==> config.mk <==
export PLATFORM = sky130hd
export DESIGN_NAME = instruction_format_timing
export DESIGN_NICKNAME = d
export VERILOG_FILES = /design/src/include/instruction_format_timing_pkg.sv /design/src/hdl/cycle_phase.sv /design/src/hdl/instruction_format_timing.sv
export VERILOG_INCLUDE_DIRS = /design/src /design/src/include
export SDC_FILE = /design/constraint.sdc
export NUM_CORES = 1
export LEC_CHECK = 0
export BUFFER_PORTS_ARGS = -buffer_cell sky130_fd_sc_hd__buf_2
export CAP_MARGIN = 25
export CORE_MARGIN = 1.5
export CORE_UTILIZATION = 45
export DETAILED_ROUTE_END_ITERATION = 10
export GPL_TIMING_DRIVEN = 1
export HOLD_SLACK_MARGIN = 0.15
export PLACE_DENSITY_LB_ADDON = 0.05
export SLEW_MARGIN = 30
export SYNTH_ARGS = -nofsm -noshare
export SYNTH_HDL_FRONTEND = slang
export SYNTH_HIERARCHICAL = 1
export SYNTH_SLANG_ARGS = --single-unit
==> constraint.sdc <==
create_clock -name CLOCK -period 4.05 [get_ports CLOCK]
set_clock_uncertainty 0.15 [all_clocks]
set_input_delay 0.81 -clock CLOCK [delete_from_list [all_inputs] [get_ports CLOCK]]
set_output_delay 0.81 -clock CLOCK [all_outputs]
set_load 0.02 [all_outputs]
==> src/include/instruction_format_timing_regs.svh <==
// Constants of the instruction decode and cycle timing front end
`ifndef INSTRUCTION_FORMAT_TIMING_REGS_SVH
`define INSTRUCTION_FORMAT_TIMING_REGS_SVH
// Oscillator periods per instruction cycle and the phase of each step
`define IFT_PHASES 4
`define IFT_FETCH_PHASE 2'h0
`define IFT_READ_PHASE 2'h1
`define IFT_WRITE_PHASE 2'h2
`define IFT_LAST_PHASE 2'h3
`define IFT_RESET_VECTOR 20'h00000
`define IFT_RESET_WORD 16'hf000
// Instruction classes by the top nibble of the first word
`define IFT_BYTE_TOP 4'h6
`define IFT_BIT_TOGGLE 4'h7
`define IFT_BIT_SET 4'h8
`define IFT_BIT_CLEAR 4'h9
`define IFT_BIT_SKIP_SET 4'ha
`define IFT_BIT_SKIP_CLR 4'hb
`define IFT_MOVE2 4'hc
`define IFT_BRANCH 4'hd
`define IFT_CONTROL 4'he
`define IFT_TAIL 4'hf
// Control sub-codes in bits 11:8
`define IFT_SUB_MISC 4'h0
`define IFT_SUB_TABLE 4'h1
`define IFT_SUB_LIT 4'h2
`define IFT_SUB_PTR 4'h3
`define IFT_SUB_GOTO 4'h4
`define IFT_SUB_CALL 3'h3
`define IFT_RETURN_CODE 7'h09
// Field positions
`define IFT_D_BIT 9
`define IFT_A_BIT 8
`define IFT_CALL_S_BIT 8
`define IFT_RET_S_BIT 0
`define IFT_TBL_WR_BIT 2
// Access RAM split
`define IFT_ACCESS_SPLIT 8'h80
`define IFT_ACCESS_LOW_BANK 4'h0
`define IFT_ACCESS_HIGH_BANK 4'hf
`endif

==> src/include/instruction_format_timing_pkg.sv <==
// Types shared by the instruction decode and cycle timing front end
package instruction_format_timing_pkg;
   typedef logic [15:0] word_t;
   typedef enum logic [1:0] {
      ST_EXEC = 2'b00,
      ST_SECOND = 2'b01,
      ST_FLUSH = 2'b10
   } state_e;
   typedef enum logic [2:0] {
      CL_BYTE = 3'b000,
      CL_BIT = 3'b001,
      CL_MOVE2 = 3'b010,
      CL_BRANCH = 3'b011,
      CL_CONTROL = 3'b100,
      CL_TAIL = 3'b101
   } class_e;
endpackage

==> src/hdl/cycle_phase.sv <==
// Divides the oscillator clock into the phases of one instruction cycle
`timescale 1ns/10ps
`include "instruction_format_timing_regs.svh"
module cycle_phase
#(
   parameter int PHASES = `IFT_PHASES
)
(
   input wire logic clk,
   input wire logic srst,
   output logic [1:0] phase,
   output logic last
);
   logic [1:0] next_phase;

   assign next_phase = (phase == 2'(PHASES - 1)) ? 2'h0 : 2'(phase + 2'h1);

   // Last is registered with the phase so it is high exactly in the final phase
   always_ff @(posedge clk)
   begin
      if (srst)
      begin
         phase <= 2'h0;
         last <= 1'b0;
      end
      else
      begin
         phase <= next_phase;
         last <= (next_phase == 2'(PHASES - 1));
      end
   end
endmodule // cycle_phase

==> src/hdl/instruction_format_timing.sv <==
// Instruction word decode, read-modify-write sequencing and cycle timing
`timescale 1ns/10ps
`include "instruction_format_timing_regs.svh"
module instruction_format_timing
   import instruction_format_timing_pkg::*;
(
   input wire logic CLOCK,
   input wire logic SRST,
   input wire logic [15:0] INSTR_WORD,
   input wire logic [7:0] FILE_RDATA,
   input wire logic [7:0] ALU_RESULT,
   input wire logic [3:0] RAM_BANK,
   input wire logic [19:0] RETURN_ADDR,
   output logic [19:0] PROG_ADDR,
   output logic CYCLE_START,
   output logic NOP_CYCLE,
   output logic [5:0] ALU_OP,
   output logic [11:0] FILE_ADDR,
   output logic FILE_READ,
   output logic FILE_WRITE,
   output logic [7:0] FILE_WDATA,
   output logic ACCUM_WRITE,
   output logic [7:0] ACCUM_WDATA,
   output logic STACK_PUSH,
   output logic STACK_POP,
   output logic SHADOW_SAVE,
   output logic SHADOW_RESTORE,
   output logic TABLE_REQ,
   output logic TABLE_WRITE,
   output logic [1:0] TABLE_MODE,
   output logic POINTER_LOAD,
   output logic [1:0] POINTER_SEL,
   output logic [11:0] LITERAL
);
   logic [1:0] phase;
   logic phase_last;
   state_e state;
   state_e next_state;
   logic [19:0] next_pc;
   word_t ir;
   word_t ir2;
   logic [7:0] held;
   class_e cls;
   logic [3:0] top;
   logic [3:0] sub;
   logic live;
   logic first;
   logic second;
   logic is_dbl;
   logic is_ret;
   logic is_call;
   logic is_goto;
   logic is_lit;
   logic is_table;
   logic is_ptr;
   logic file_op;
   logic bit_mod;
   logic skip;
   logic jump;
   logic [19:0] rel;

   function automatic class_e classify(input logic [3:0] t);
      class_e c;
      c = CL_BYTE;
      case (t)
         `IFT_BIT_TOGGLE, `IFT_BIT_SET, `IFT_BIT_CLEAR,
         `IFT_BIT_SKIP_SET, `IFT_BIT_SKIP_CLR: c = CL_BIT;
         `IFT_MOVE2: c = CL_MOVE2;
         `IFT_BRANCH: c = CL_BRANCH;
         `IFT_CONTROL: c = CL_CONTROL;
         `IFT_TAIL: c = CL_TAIL;
         default: c = CL_BYTE;
      endcase
      return c;
   endfunction

   // Access RAM folds the low half onto bank zero and the high half onto the top bank
   function automatic logic [11:0] bank_addr(input logic a, input logic [7:0] f,
                                             input logic [3:0] bank);
      logic [3:0] hi;
      hi = (f < `IFT_ACCESS_SPLIT) ? `IFT_ACCESS_LOW_BANK : `IFT_ACCESS_HIGH_BANK;
      return a ? {bank, f} : {hi, f};
   endfunction

   function automatic logic [7:0] bit_modify(input logic [3:0] op, input logic [7:0] v,
                                             input logic [2:0] n);
      logic [7:0] m;
      m = 8'h01 << n;
      case (op)
         `IFT_BIT_SET: return v | m;
         `IFT_BIT_CLEAR: return v & ~m;
         default: return v ^ m;
      endcase
   endfunction

   cycle_phase #(
      .PHASES(`IFT_PHASES)
   ) u_phase (
      .clk(CLOCK),
      .srst(SRST),
      .phase(phase),
      .last(phase_last)
   );

   always_comb
   begin
      top = ir[15:12];
      sub = ir[11:8];
      cls = classify(top);
      live = (state != ST_FLUSH);
      first = (state == ST_EXEC);
      second = (state == ST_SECOND);
      is_ret = (cls == CL_CONTROL) && (sub == `IFT_SUB_MISC)
               && (ir[7:1] == `IFT_RETURN_CODE);
      is_call = (cls == CL_CONTROL) && (sub[3:1] == `IFT_SUB_CALL);
      is_goto = (cls == CL_CONTROL) && (sub == `IFT_SUB_GOTO);
      is_lit = (cls == CL_CONTROL) && (sub == `IFT_SUB_LIT);
      is_table = (cls == CL_CONTROL) && (sub == `IFT_SUB_TABLE);
      is_ptr = (cls == CL_CONTROL) && (sub == `IFT_SUB_PTR);
      is_dbl = (cls == CL_MOVE2) || is_call || is_goto || is_ptr;
      file_op = live && ((cls == CL_BYTE) || (cls == CL_BIT) || (cls == CL_MOVE2));
      bit_mod = (top == `IFT_BIT_TOGGLE) || (top == `IFT_BIT_SET) || (top == `IFT_BIT_CLEAR);
      skip = ((top == `IFT_BIT_SKIP_SET) && held[ir[11:9]])
             || ((top == `IFT_BIT_SKIP_CLR) && !held[ir[11:9]]);
      jump = (cls == CL_BRANCH) || is_ret;
      rel = {{9{ir[10]}}, ir[10:0]};
   end

   always_comb
   begin
      next_state = ST_EXEC;
      next_pc = 20'(PROG_ADDR + 20'h1);
      if (!live)
      begin
         next_pc = PROG_ADDR;
      end
      else if (first && is_dbl)
      begin
         next_state = ST_SECOND;
      end
      else if (first && skip)
      begin
         // A skipped double word leaves its tail to run as a no-operation
         next_state = ST_FLUSH;
         next_pc = 20'(PROG_ADDR + 20'h2);
      end
      else if (first && jump)
      begin
         next_state = ST_FLUSH;
         next_pc = is_ret ? RETURN_ADDR : 20'(PROG_ADDR + 20'h1 + rel);
      end
      else if (second && (is_goto || is_call))
      begin
         next_pc = {ir2[11:0], ir[7:0]};
      end
   end

   // Sequencer: program counter and state advance once per instruction cycle
   always_ff @(posedge CLOCK)
   begin
      if (SRST)
      begin
         state <= ST_EXEC;
         PROG_ADDR <= `IFT_RESET_VECTOR;
         CYCLE_START <= 1'b0;
         NOP_CYCLE <= 1'b0;
      end
      else
      begin
         CYCLE_START <= phase_last;
         if (phase_last)
         begin
            state <= next_state;
            PROG_ADDR <= next_pc;
            NOP_CYCLE <= (next_state == ST_FLUSH);
         end
      end
   end

   // Instruction words are sampled at the end of the fetch phase
   always_ff @(posedge CLOCK)
   begin
      if (SRST)
      begin
         ir <= `IFT_RESET_WORD;
         ir2 <= `IFT_RESET_WORD;
      end
      else if (phase == `IFT_FETCH_PHASE)
      begin
         if (first)
            ir <= INSTR_WORD;
         else if (second)
            ir2 <= INSTR_WORD;
      end
   end

   // Read step: every named file register is read, even pure destinations
   always_ff @(posedge CLOCK)
   begin
      if (SRST)
      begin
         FILE_READ <= 1'b0;
         FILE_ADDR <= 12'h000;
         ALU_OP <= 6'h00;
      end
      else
      begin
         FILE_READ <= (phase == `IFT_READ_PHASE) && file_op;
         if (phase == `IFT_READ_PHASE)
         begin
            ALU_OP <= (cls == CL_BYTE) ? ir[15:10] : 6'h00;
            if (cls == CL_MOVE2)
               FILE_ADDR <= second ? ir2[11:0] : ir[11:0];
            else
               FILE_ADDR <= bank_addr(ir[`IFT_A_BIT], ir[7:0], RAM_BANK);
         end
      end
   end

   // Held read value feeds skip tests and the destination of a two-word move
   always_ff @(posedge CLOCK)
   begin
      if (SRST)
         held <= 8'h00;
      else if (phase == `IFT_WRITE_PHASE && file_op)
         held <= FILE_RDATA;
   end

   // Write step: result goes where the instruction or its selector says
   always_ff @(posedge CLOCK)
   begin
      if (SRST)
      begin
         FILE_WRITE <= 1'b0;
         FILE_WDATA <= 8'h00;
         ACCUM_WRITE <= 1'b0;
         ACCUM_WDATA <= 8'h00;
      end
      else
      begin
         FILE_WRITE <= (phase == `IFT_WRITE_PHASE) && live
                       && (((cls == CL_BYTE) && ir[`IFT_D_BIT])
                       || ((cls == CL_BIT) && bit_mod)
                       || ((cls == CL_MOVE2) && second));
         ACCUM_WRITE <= (phase == `IFT_WRITE_PHASE) && live
                        && (((cls == CL_BYTE) && !ir[`IFT_D_BIT]) || is_lit);
         if (phase == `IFT_WRITE_PHASE)
         begin
            // Bit changes rewrite the sampled byte, so port pins land in the latches
            if (cls == CL_BIT)
               FILE_WDATA <= bit_modify(top, FILE_RDATA, ir[11:9]);
            else if (cls == CL_MOVE2)
               FILE_WDATA <= held;
            else
               FILE_WDATA <= ALU_RESULT;
            ACCUM_WDATA <= is_lit ? ir[7:0] : ALU_RESULT;
         end
      end
   end

   // Control strobes; the lone tail class falls through as a no-operation
   always_ff @(posedge CLOCK)
   begin
      if (SRST)
      begin
         STACK_PUSH <= 1'b0;
         STACK_POP <= 1'b0;
         SHADOW_SAVE <= 1'b0;
         SHADOW_RESTORE <= 1'b0;
         TABLE_REQ <= 1'b0;
         TABLE_WRITE <= 1'b0;
         TABLE_MODE <= 2'h0;
         POINTER_LOAD <= 1'b0;
         POINTER_SEL <= 2'h0;
         LITERAL <= 12'h000;
      end
      else
      begin
         STACK_PUSH <= (phase == `IFT_WRITE_PHASE) && second && is_call;
         STACK_POP <= (phase == `IFT_WRITE_PHASE) && first && is_ret;
         SHADOW_SAVE <= (phase == `IFT_WRITE_PHASE) && second && is_call
                        && ir[`IFT_CALL_S_BIT];
         SHADOW_RESTORE <= (phase == `IFT_WRITE_PHASE) && first && is_ret
                           && ir[`IFT_RET_S_BIT];
         TABLE_REQ <= (phase == `IFT_WRITE_PHASE) && first && is_table;
         POINTER_LOAD <= (phase == `IFT_WRITE_PHASE) && second && is_ptr;
         if (phase == `IFT_WRITE_PHASE && first && is_table)
         begin
            TABLE_WRITE <= ir[`IFT_TBL_WR_BIT];
            TABLE_MODE <= ir[1:0];
         end
         if (phase == `IFT_WRITE_PHASE && second && is_ptr)
         begin
            POINTER_SEL <= ir[5:4];
            LITERAL <= {ir[3:0], ir2[7:0]};
         end
      end
   end
endmodule // instruction_format_timing

==> metrics.txt, run 1 <==
startpoint types flip-flop; Place WS 0.262 ns; Max Fclk 0.265 GHz; Synth cell types 77; global-route wire length before repair 42,500 um; CP max stage cell dfxtp_1; sequential area share after synthesis between 30% and 40%; Global Route Usage Sum 29.9%; CTS Root Cell clkbuf_16; Synth area leaders dfxtp_1 (31%), mux2i_1 (6.8%), nand2_1 (6.7%); RSZ-0062 raised after global routing no; core area 0.0174 mm2; Post-synth EDFFs 0; worst path cell trace ha_1 > and3_1 > buf_4 > nand4_1 > nor2_2 > nand2_1 > xor2_1 > inv_1 > ha_1 > nand2_1 > o22ai_2 > o311ai_1 > nor2b_1 > xnor2_1 > nand2_1 > a211oi_2; row cnt 48; final hold slack approximately 0.30 ns; worst relative slew slack 36.0%; Max clock buf depth 2; DRC violations left 0; CP max FO 7; Worst Path Class, Setup reg2reg; max-slew violations 0; Pleak 4.38 nW; number of nets with antenna violations after routing 0; Final min period 3.77 ns; register bit total from synthesis 126; Synth async-reset ratio 0%; Detailed Place HPWL 19,800 um; delay of the slowest critical-path stage around 0.44 ns; outcome finished clean; vias after detailed routing 8,243; CTS Buf Count 17; Crit path max-delay family simple AND/OR/NAND/NOR gates; Yosys top cell area share around 31%; Die H around 140 um; Area Growth Syn to Fin 19.8%; WL/cell 19.5 um; IO Count 140; ys flop type dfxtp_1; synth warn 6; final number of setup-violating endpoints 0; CTS tree yes; wire length after detailed routing 27,300 um; Avg Inst Size Synth 7.76 um2; crit end category flip-flop; Critical Path RT between 4 and 5 ns; Pwr Density 389 mW/mm2; Post-synth top cells nand2_1 (145), dfxtp_1 (126), nor2_1 (109), a21oi_1 (88); Clock Pin Slew Worst Setup and Hold Paths 0.07 ns; routability cong. 0.888; worst skew pair latency 0.43 ns; DRT met1 WL 12,600 um; hold crit path type reg2reg; initial antenna violation count 2; metal3 WL 2430 um; fraction of layout cells with a size suffix above 1 20.2%; Num Clock Sinks around 130; initial drt markers 763; design area slightly below 0.01 mm2; most frequent cell after synthesis nand2_1; Worst-Margin Slew 0.957 ns; largest net degree at the start of global routing 60; DR WL met2 11,600 um; TritonRoute pass-1 iters 7; crit path DAT between 3 and 4 ns; synthesized cell area 0.00807 mm2; Die Area 0.0188 mm2; TNS Setup 0 ns; GR Overflow Total 0; leading area contributor after synthesis dfxtp_1; Max Cap Viol 0; Top Metal Used met4; vias in the first global route 7,500; crit path buf inv count 2; I/O Buffers 139; Final Cycle Share 93.2%; Max H-tree Level 4; Die Wd 137 um; VDD IR-drop max ~0.38 mV; placed cell area 0.00903 mm2; endpoints failing hold 0; via/cell ratio just under 6; total power 3.77 mW; Initial Util 46.4%; worst setup margin 0.275 ns; Synth Net Count 1,142; cell mode on critical path nand2_1; cells after synthesis 1,040; nets@finish approximately 1,300
[cell type report]
class	instances	area, um2
Antenna cell	2	5.00
Clock buffer	17	425
Clock inverter	15	146
Fill cell	1719	7750
Inverter	30	113
Multi-Input combinational cell	813	5230
Sequential cell	126	2520
Tap cell	225	282
Timing Repair Buffer	172	946
[layer usage]
layer	global-route usage [%]	vias to the layer above
li1	-	3959
met1	43.1	3838
met2	43.2	387
met3	6.41	59
met4	11.5	0
met5	0	-
[worst paths after layout]
path	from	endpoint	slack, ns	cells after the start
hold / removal	FILE_WDATA[5]$_SDFFE_PP0P_	FILE_WDATA[5]$_SDFFE_PP0P_	0.30	2
setup / recovery	PROG_ADDR[2]$_SDFFE_PP0P_	PROG_ADDR[17]$_SDFFE_PP0P_	0.28	16
setup reg to reg	PROG_ADDR[2]$_SDFFE_PP0P_	PROG_ADDR[17]$_SDFFE_PP0P_	0.28	16
hold reg to reg	FILE_WDATA[5]$_SDFFE_PP0P_	FILE_WDATA[5]$_SDFFE_PP0P_	0.30	2
[sequential cells by signal (all words and copies together), names as in the netlist, 2 cells and up]
name,flops
u_phase/phase,2
held,8
ir,16
TABLE_MODE,2
cls,3
ir2,12
FILE_WDATA,8
POINTER_SEL,2
LITERAL,12
state,2
ALU_OP,6
PROG_ADDR,20
ACCUM_WDATA,8
FILE_ADDR,12
[report_power, final]
group,leakage [nW],switching (mW),total (mW),internal [mW]
registers,1.02,0.114,1.43,1.32
clock network,0.273,0.676,1.49,0.814
logic,3.09,0.539,0.846,0.307
[per-stage QoR]
stage	utilization, %	cells
after floorplan	-	1040
after global placement	51.8	1366
after detailed placement	51.8	1366
after CTS	55.1	1398
after global routing	55.5	1400
final	55.5	1400
[cells in the final DEF (no fill, tap or decap), types with 18 or more instances in the layout]
cell type,netlist,final
nor2_1,109,108
ha_1,43,43
mux2i_1,55,55
nand2b_1,18,18
nor3_1,19,18
nand2_1,145,145
xnor2_1,24,22
buf_4,0,34
a21oi_1,88,87
xor2_1,21,21
dfxtp_1,126,126
buf_2,11,138
inv_1,30,30
o21ai_0,53,52
nand3_1,27,26
a211oi_1,27,27
[cells by family after synthesis]
kind of cell	Yosys count	share of synthesized area, %
mux	59	7.52
flops	126	31.2
buf+inv	101	5.05
xor+xnor	45	4.88
simple gates	397	23.0
compound gates	268	21.4
fa+ha+maj	44	6.91
[worst register-to-register path, cell delays in order (launching register included)]
cell and delay, ns:
dfxtp_1 0.44, ha_1 0.22, and3_1 0.20, buf_4 0.14
nand4_1 0.29, nor2_2 0.27, nand2_1 0.12, xor2_1 0.20
inv_1 0.09, ha_1 0.35, nand2_1 0.11, o22ai_2 0.12
o311ai_1 0.31, nor2b_1 0.20, xnor2_1 0.13, nand2_1 0.08
a211oi_2 0.24
[what timing repair did]
| action | in CTS | in global routing |
|---|---|---|
| buffers inserted | 0 | 0 |
| hold buffers | 0 | 0 |
| endpoints found under the setup margin | 0 | 6 |
| gates resized for setup | 0 | 11 |
Note: power is estimated with default switching activity, not from simulation.
==> inputs of run 2 (changes only) <==
CORE_ASPECT_RATIO = 0.7   (was not set)
==> run 2 against run 1 <==
Final area up 0.52%. Flip-flop and latch count did not move. Final cell count up 0.43%. Largest power group unchanged. Worst hold slack better by 0.0017 ns. Count of clock-buffer cells in the layout increased by 1. Critical path type unchanged. Combinational power barely moved.
==> metrics.txt, run 2 (synthesized netlist as in run 1, its figures left out) <==
outcome finished clean; DRT met1 WL 14,400 um (+15%); Final Cycle Share 92.8% (-0.40 points); Global Route Usage Sum 31.1% (+1.2 points); Top Metal Used met4; total power 3.90 mW (+3.4%); crit end category flip-flop; Die Wd 163 um (+19%); Largest register FFs 20 (unchanged); Worst Path Class, Setup reg2reg; Final Util 56.0% (+0.45 points); wire length after detailed routing 28,800 um (+5.6%); via/cell ratio 5.87 (-0.34%); Pwr Density 401 mW/mm2 (+2.9%); core area 0.0174 mm2 (-0.29%); Max Fclk 0.266 GHz (+0.43%); I/O Buffers 139 (unchanged); Worst-Margin Slew 0.958 ns (+0.00114 ns); Die H 115 um (-16%); IO Count 140 (unchanged); CTS Buf Count 17 (unchanged); endpoints failing hold 0 (unchanged); max-slew violations 0 (unchanged); CP max FO 7 (unchanged); commonest cells after routing, fill and taps aside nand2_1 (145), buf_2 (138), dfxtp_1 (126), nor2_1 (106), a21oi_1 (87); DR WL met2 11,100 um (-3.9%); vias in the first global route 7,561 (+0.81%); GR Overflow Total 0 (unchanged); TNS Setup 0 ns (unchanged); Max Cap Viol 0 (unchanged); Max clock buf depth 2 (unchanged); nets@finish 1,263 (+0.079%); Final Non-Filler Cells 1,406 (+0.43%); worst setup margin 0.291 ns (+0.0161 ns); CTS Root Cell clkbuf_16; Pleak 4.43 nW (+0.98%); initial antenna violation count 0 (-2); Num Clock Sinks 126 (unchanged); TritonRoute pass-1 iters 6 (-1); VDD IR-drop max 0.282 mV (-25%); Place WS 0.185 ns (-0.0766 ns); startpoint types flip-flop; routability cong. 0.950 (+7.0%); Placed Cells 1,372 (+0.44%); Critical Path RT 4.25 ns (about the same); metal3 WL 2820 um (+16%); most common cell after layout, fill and taps aside nand2_1; worst skew pair latency 0.43 ns (about the same); DRC violations left 0 (unchanged); final number of setup-violating endpoints 0 (unchanged); largest net degree at the start of global routing 56 (-6.7%); design area 0.00972 mm2 (+0.52%); register name with the most flops PROG_ADDR; vias after detailed routing 8,250 (+0.085%); Final min period 3.76 ns (-0.0161 ns); initial drt markers 901 (+18%); Detailed Place HPWL 21,400 um (+8.2%); crit path DAT 3.96 ns (about the same); number of nets with antenna violations after routing 0 (unchanged); WL/cell 20.5 um (+5.1%); Clock Pin Slew Worst Setup and Hold Paths 0.07 ns (about the same); hold crit path type reg2reg; global-route wire length before repair 43,900 um (+3.3%); Area Growth Syn to Fin 20.4%; Hold Path Depth 2 (unchanged); R2R depth 15 (-1); Die Area 0.0188 mm2 (about the same); fraction of layout cells with a size suffix above 1 20.5% (+0.32 points); CTS tree yes; Initial Util 46.5% (+0.13 points); RSZ-0062 raised after global routing no; row cnt 40 (-17%); Max H-tree Level 4 (unchanged); worst relative slew slack 35.6% (-0.43 points); Regs by FF count PROG_ADDR: 20 flops, ir: 16 flops; final hold slack 0.301 ns (+0.00172 ns); placed cell area 0.00903 mm2 (about the same)
## run 2: changes by cell type in the layout (fill, tap and decap cells not counted), moves of 2 or more
cell	change
bufinv_16	+2
inv_6	-2
o21ai_2	+2
clkinv_4	+3
nor2_1	-2
nor4_2	-2
## run 2: layer usage
| metal | track usage (%) | up-vias |
|---|---|---|
| li1 | - | 3960 |
| met1 | 48.0 | 3865 |
| met2 | 41.5 | 384 |
| met3 | 8.04 | 41 |
| met4 | 8.75 | 0 |
| met5 | 0 | - |
## run 2: repair_timing
action / CTS / global route
setup buffers: 0 / 1
hold buffers: 0 / 0
setup endpoints to repair: 0 / 7
gates resized for setup: 0 / 12
## run 2: final timing paths
kind	start	to	slack, ns
max	PROG_ADDR[2]$_SDFFE_PP0P_	PROG_ADDR[17]$_SDFFE_PP0P_	0.29
min	FILE_WDATA[5]$_SDFFE_PP0P_	FILE_WDATA[5]$_SDFFE_PP0P_	0.30
max reg2reg	PROG_ADDR[2]$_SDFFE_PP0P_	PROG_ADDR[17]$_SDFFE_PP0P_	0.29
min reg2reg	FILE_WDATA[5]$_SDFFE_PP0P_	FILE_WDATA[5]$_SDFFE_PP0P_	0.30
## run 2: power breakdown
group | internal, mW | switching [mW]
Combinational | 0.304 | 0.543
Clock | 0.947 | 0.664
Sequential | 1.32 | 0.122
## run 2: layout make-up
type	instances	area, um2
Inverter	30	113
Antenna cell	1	2.50
Sequential cell	126	2520
Clock buffer	18	439
Tap cell	231	289
Multi-Input combinational cell	813	5230
Clock inverter	14	175
Fill cell	1690	7650
Timing Repair Buffer	173	953
## run 2: worst max-delay path: stages, from the launching register on
cell and delay [ns]:
dfxtp_1 0.45, ha_1 0.24, and3_1 0.20, nand3_1 0.12, nor2_1 0.19, nand3_1 0.14
xnor2_2 0.18, ha_1 0.35, and3_1 0.19, a221oi_2 0.35, a21oi_2 0.15, o311ai_0 0.34
nor2b_1 0.20, xnor2_1 0.13, nand2_1 0.08, a211oi_2 0.21
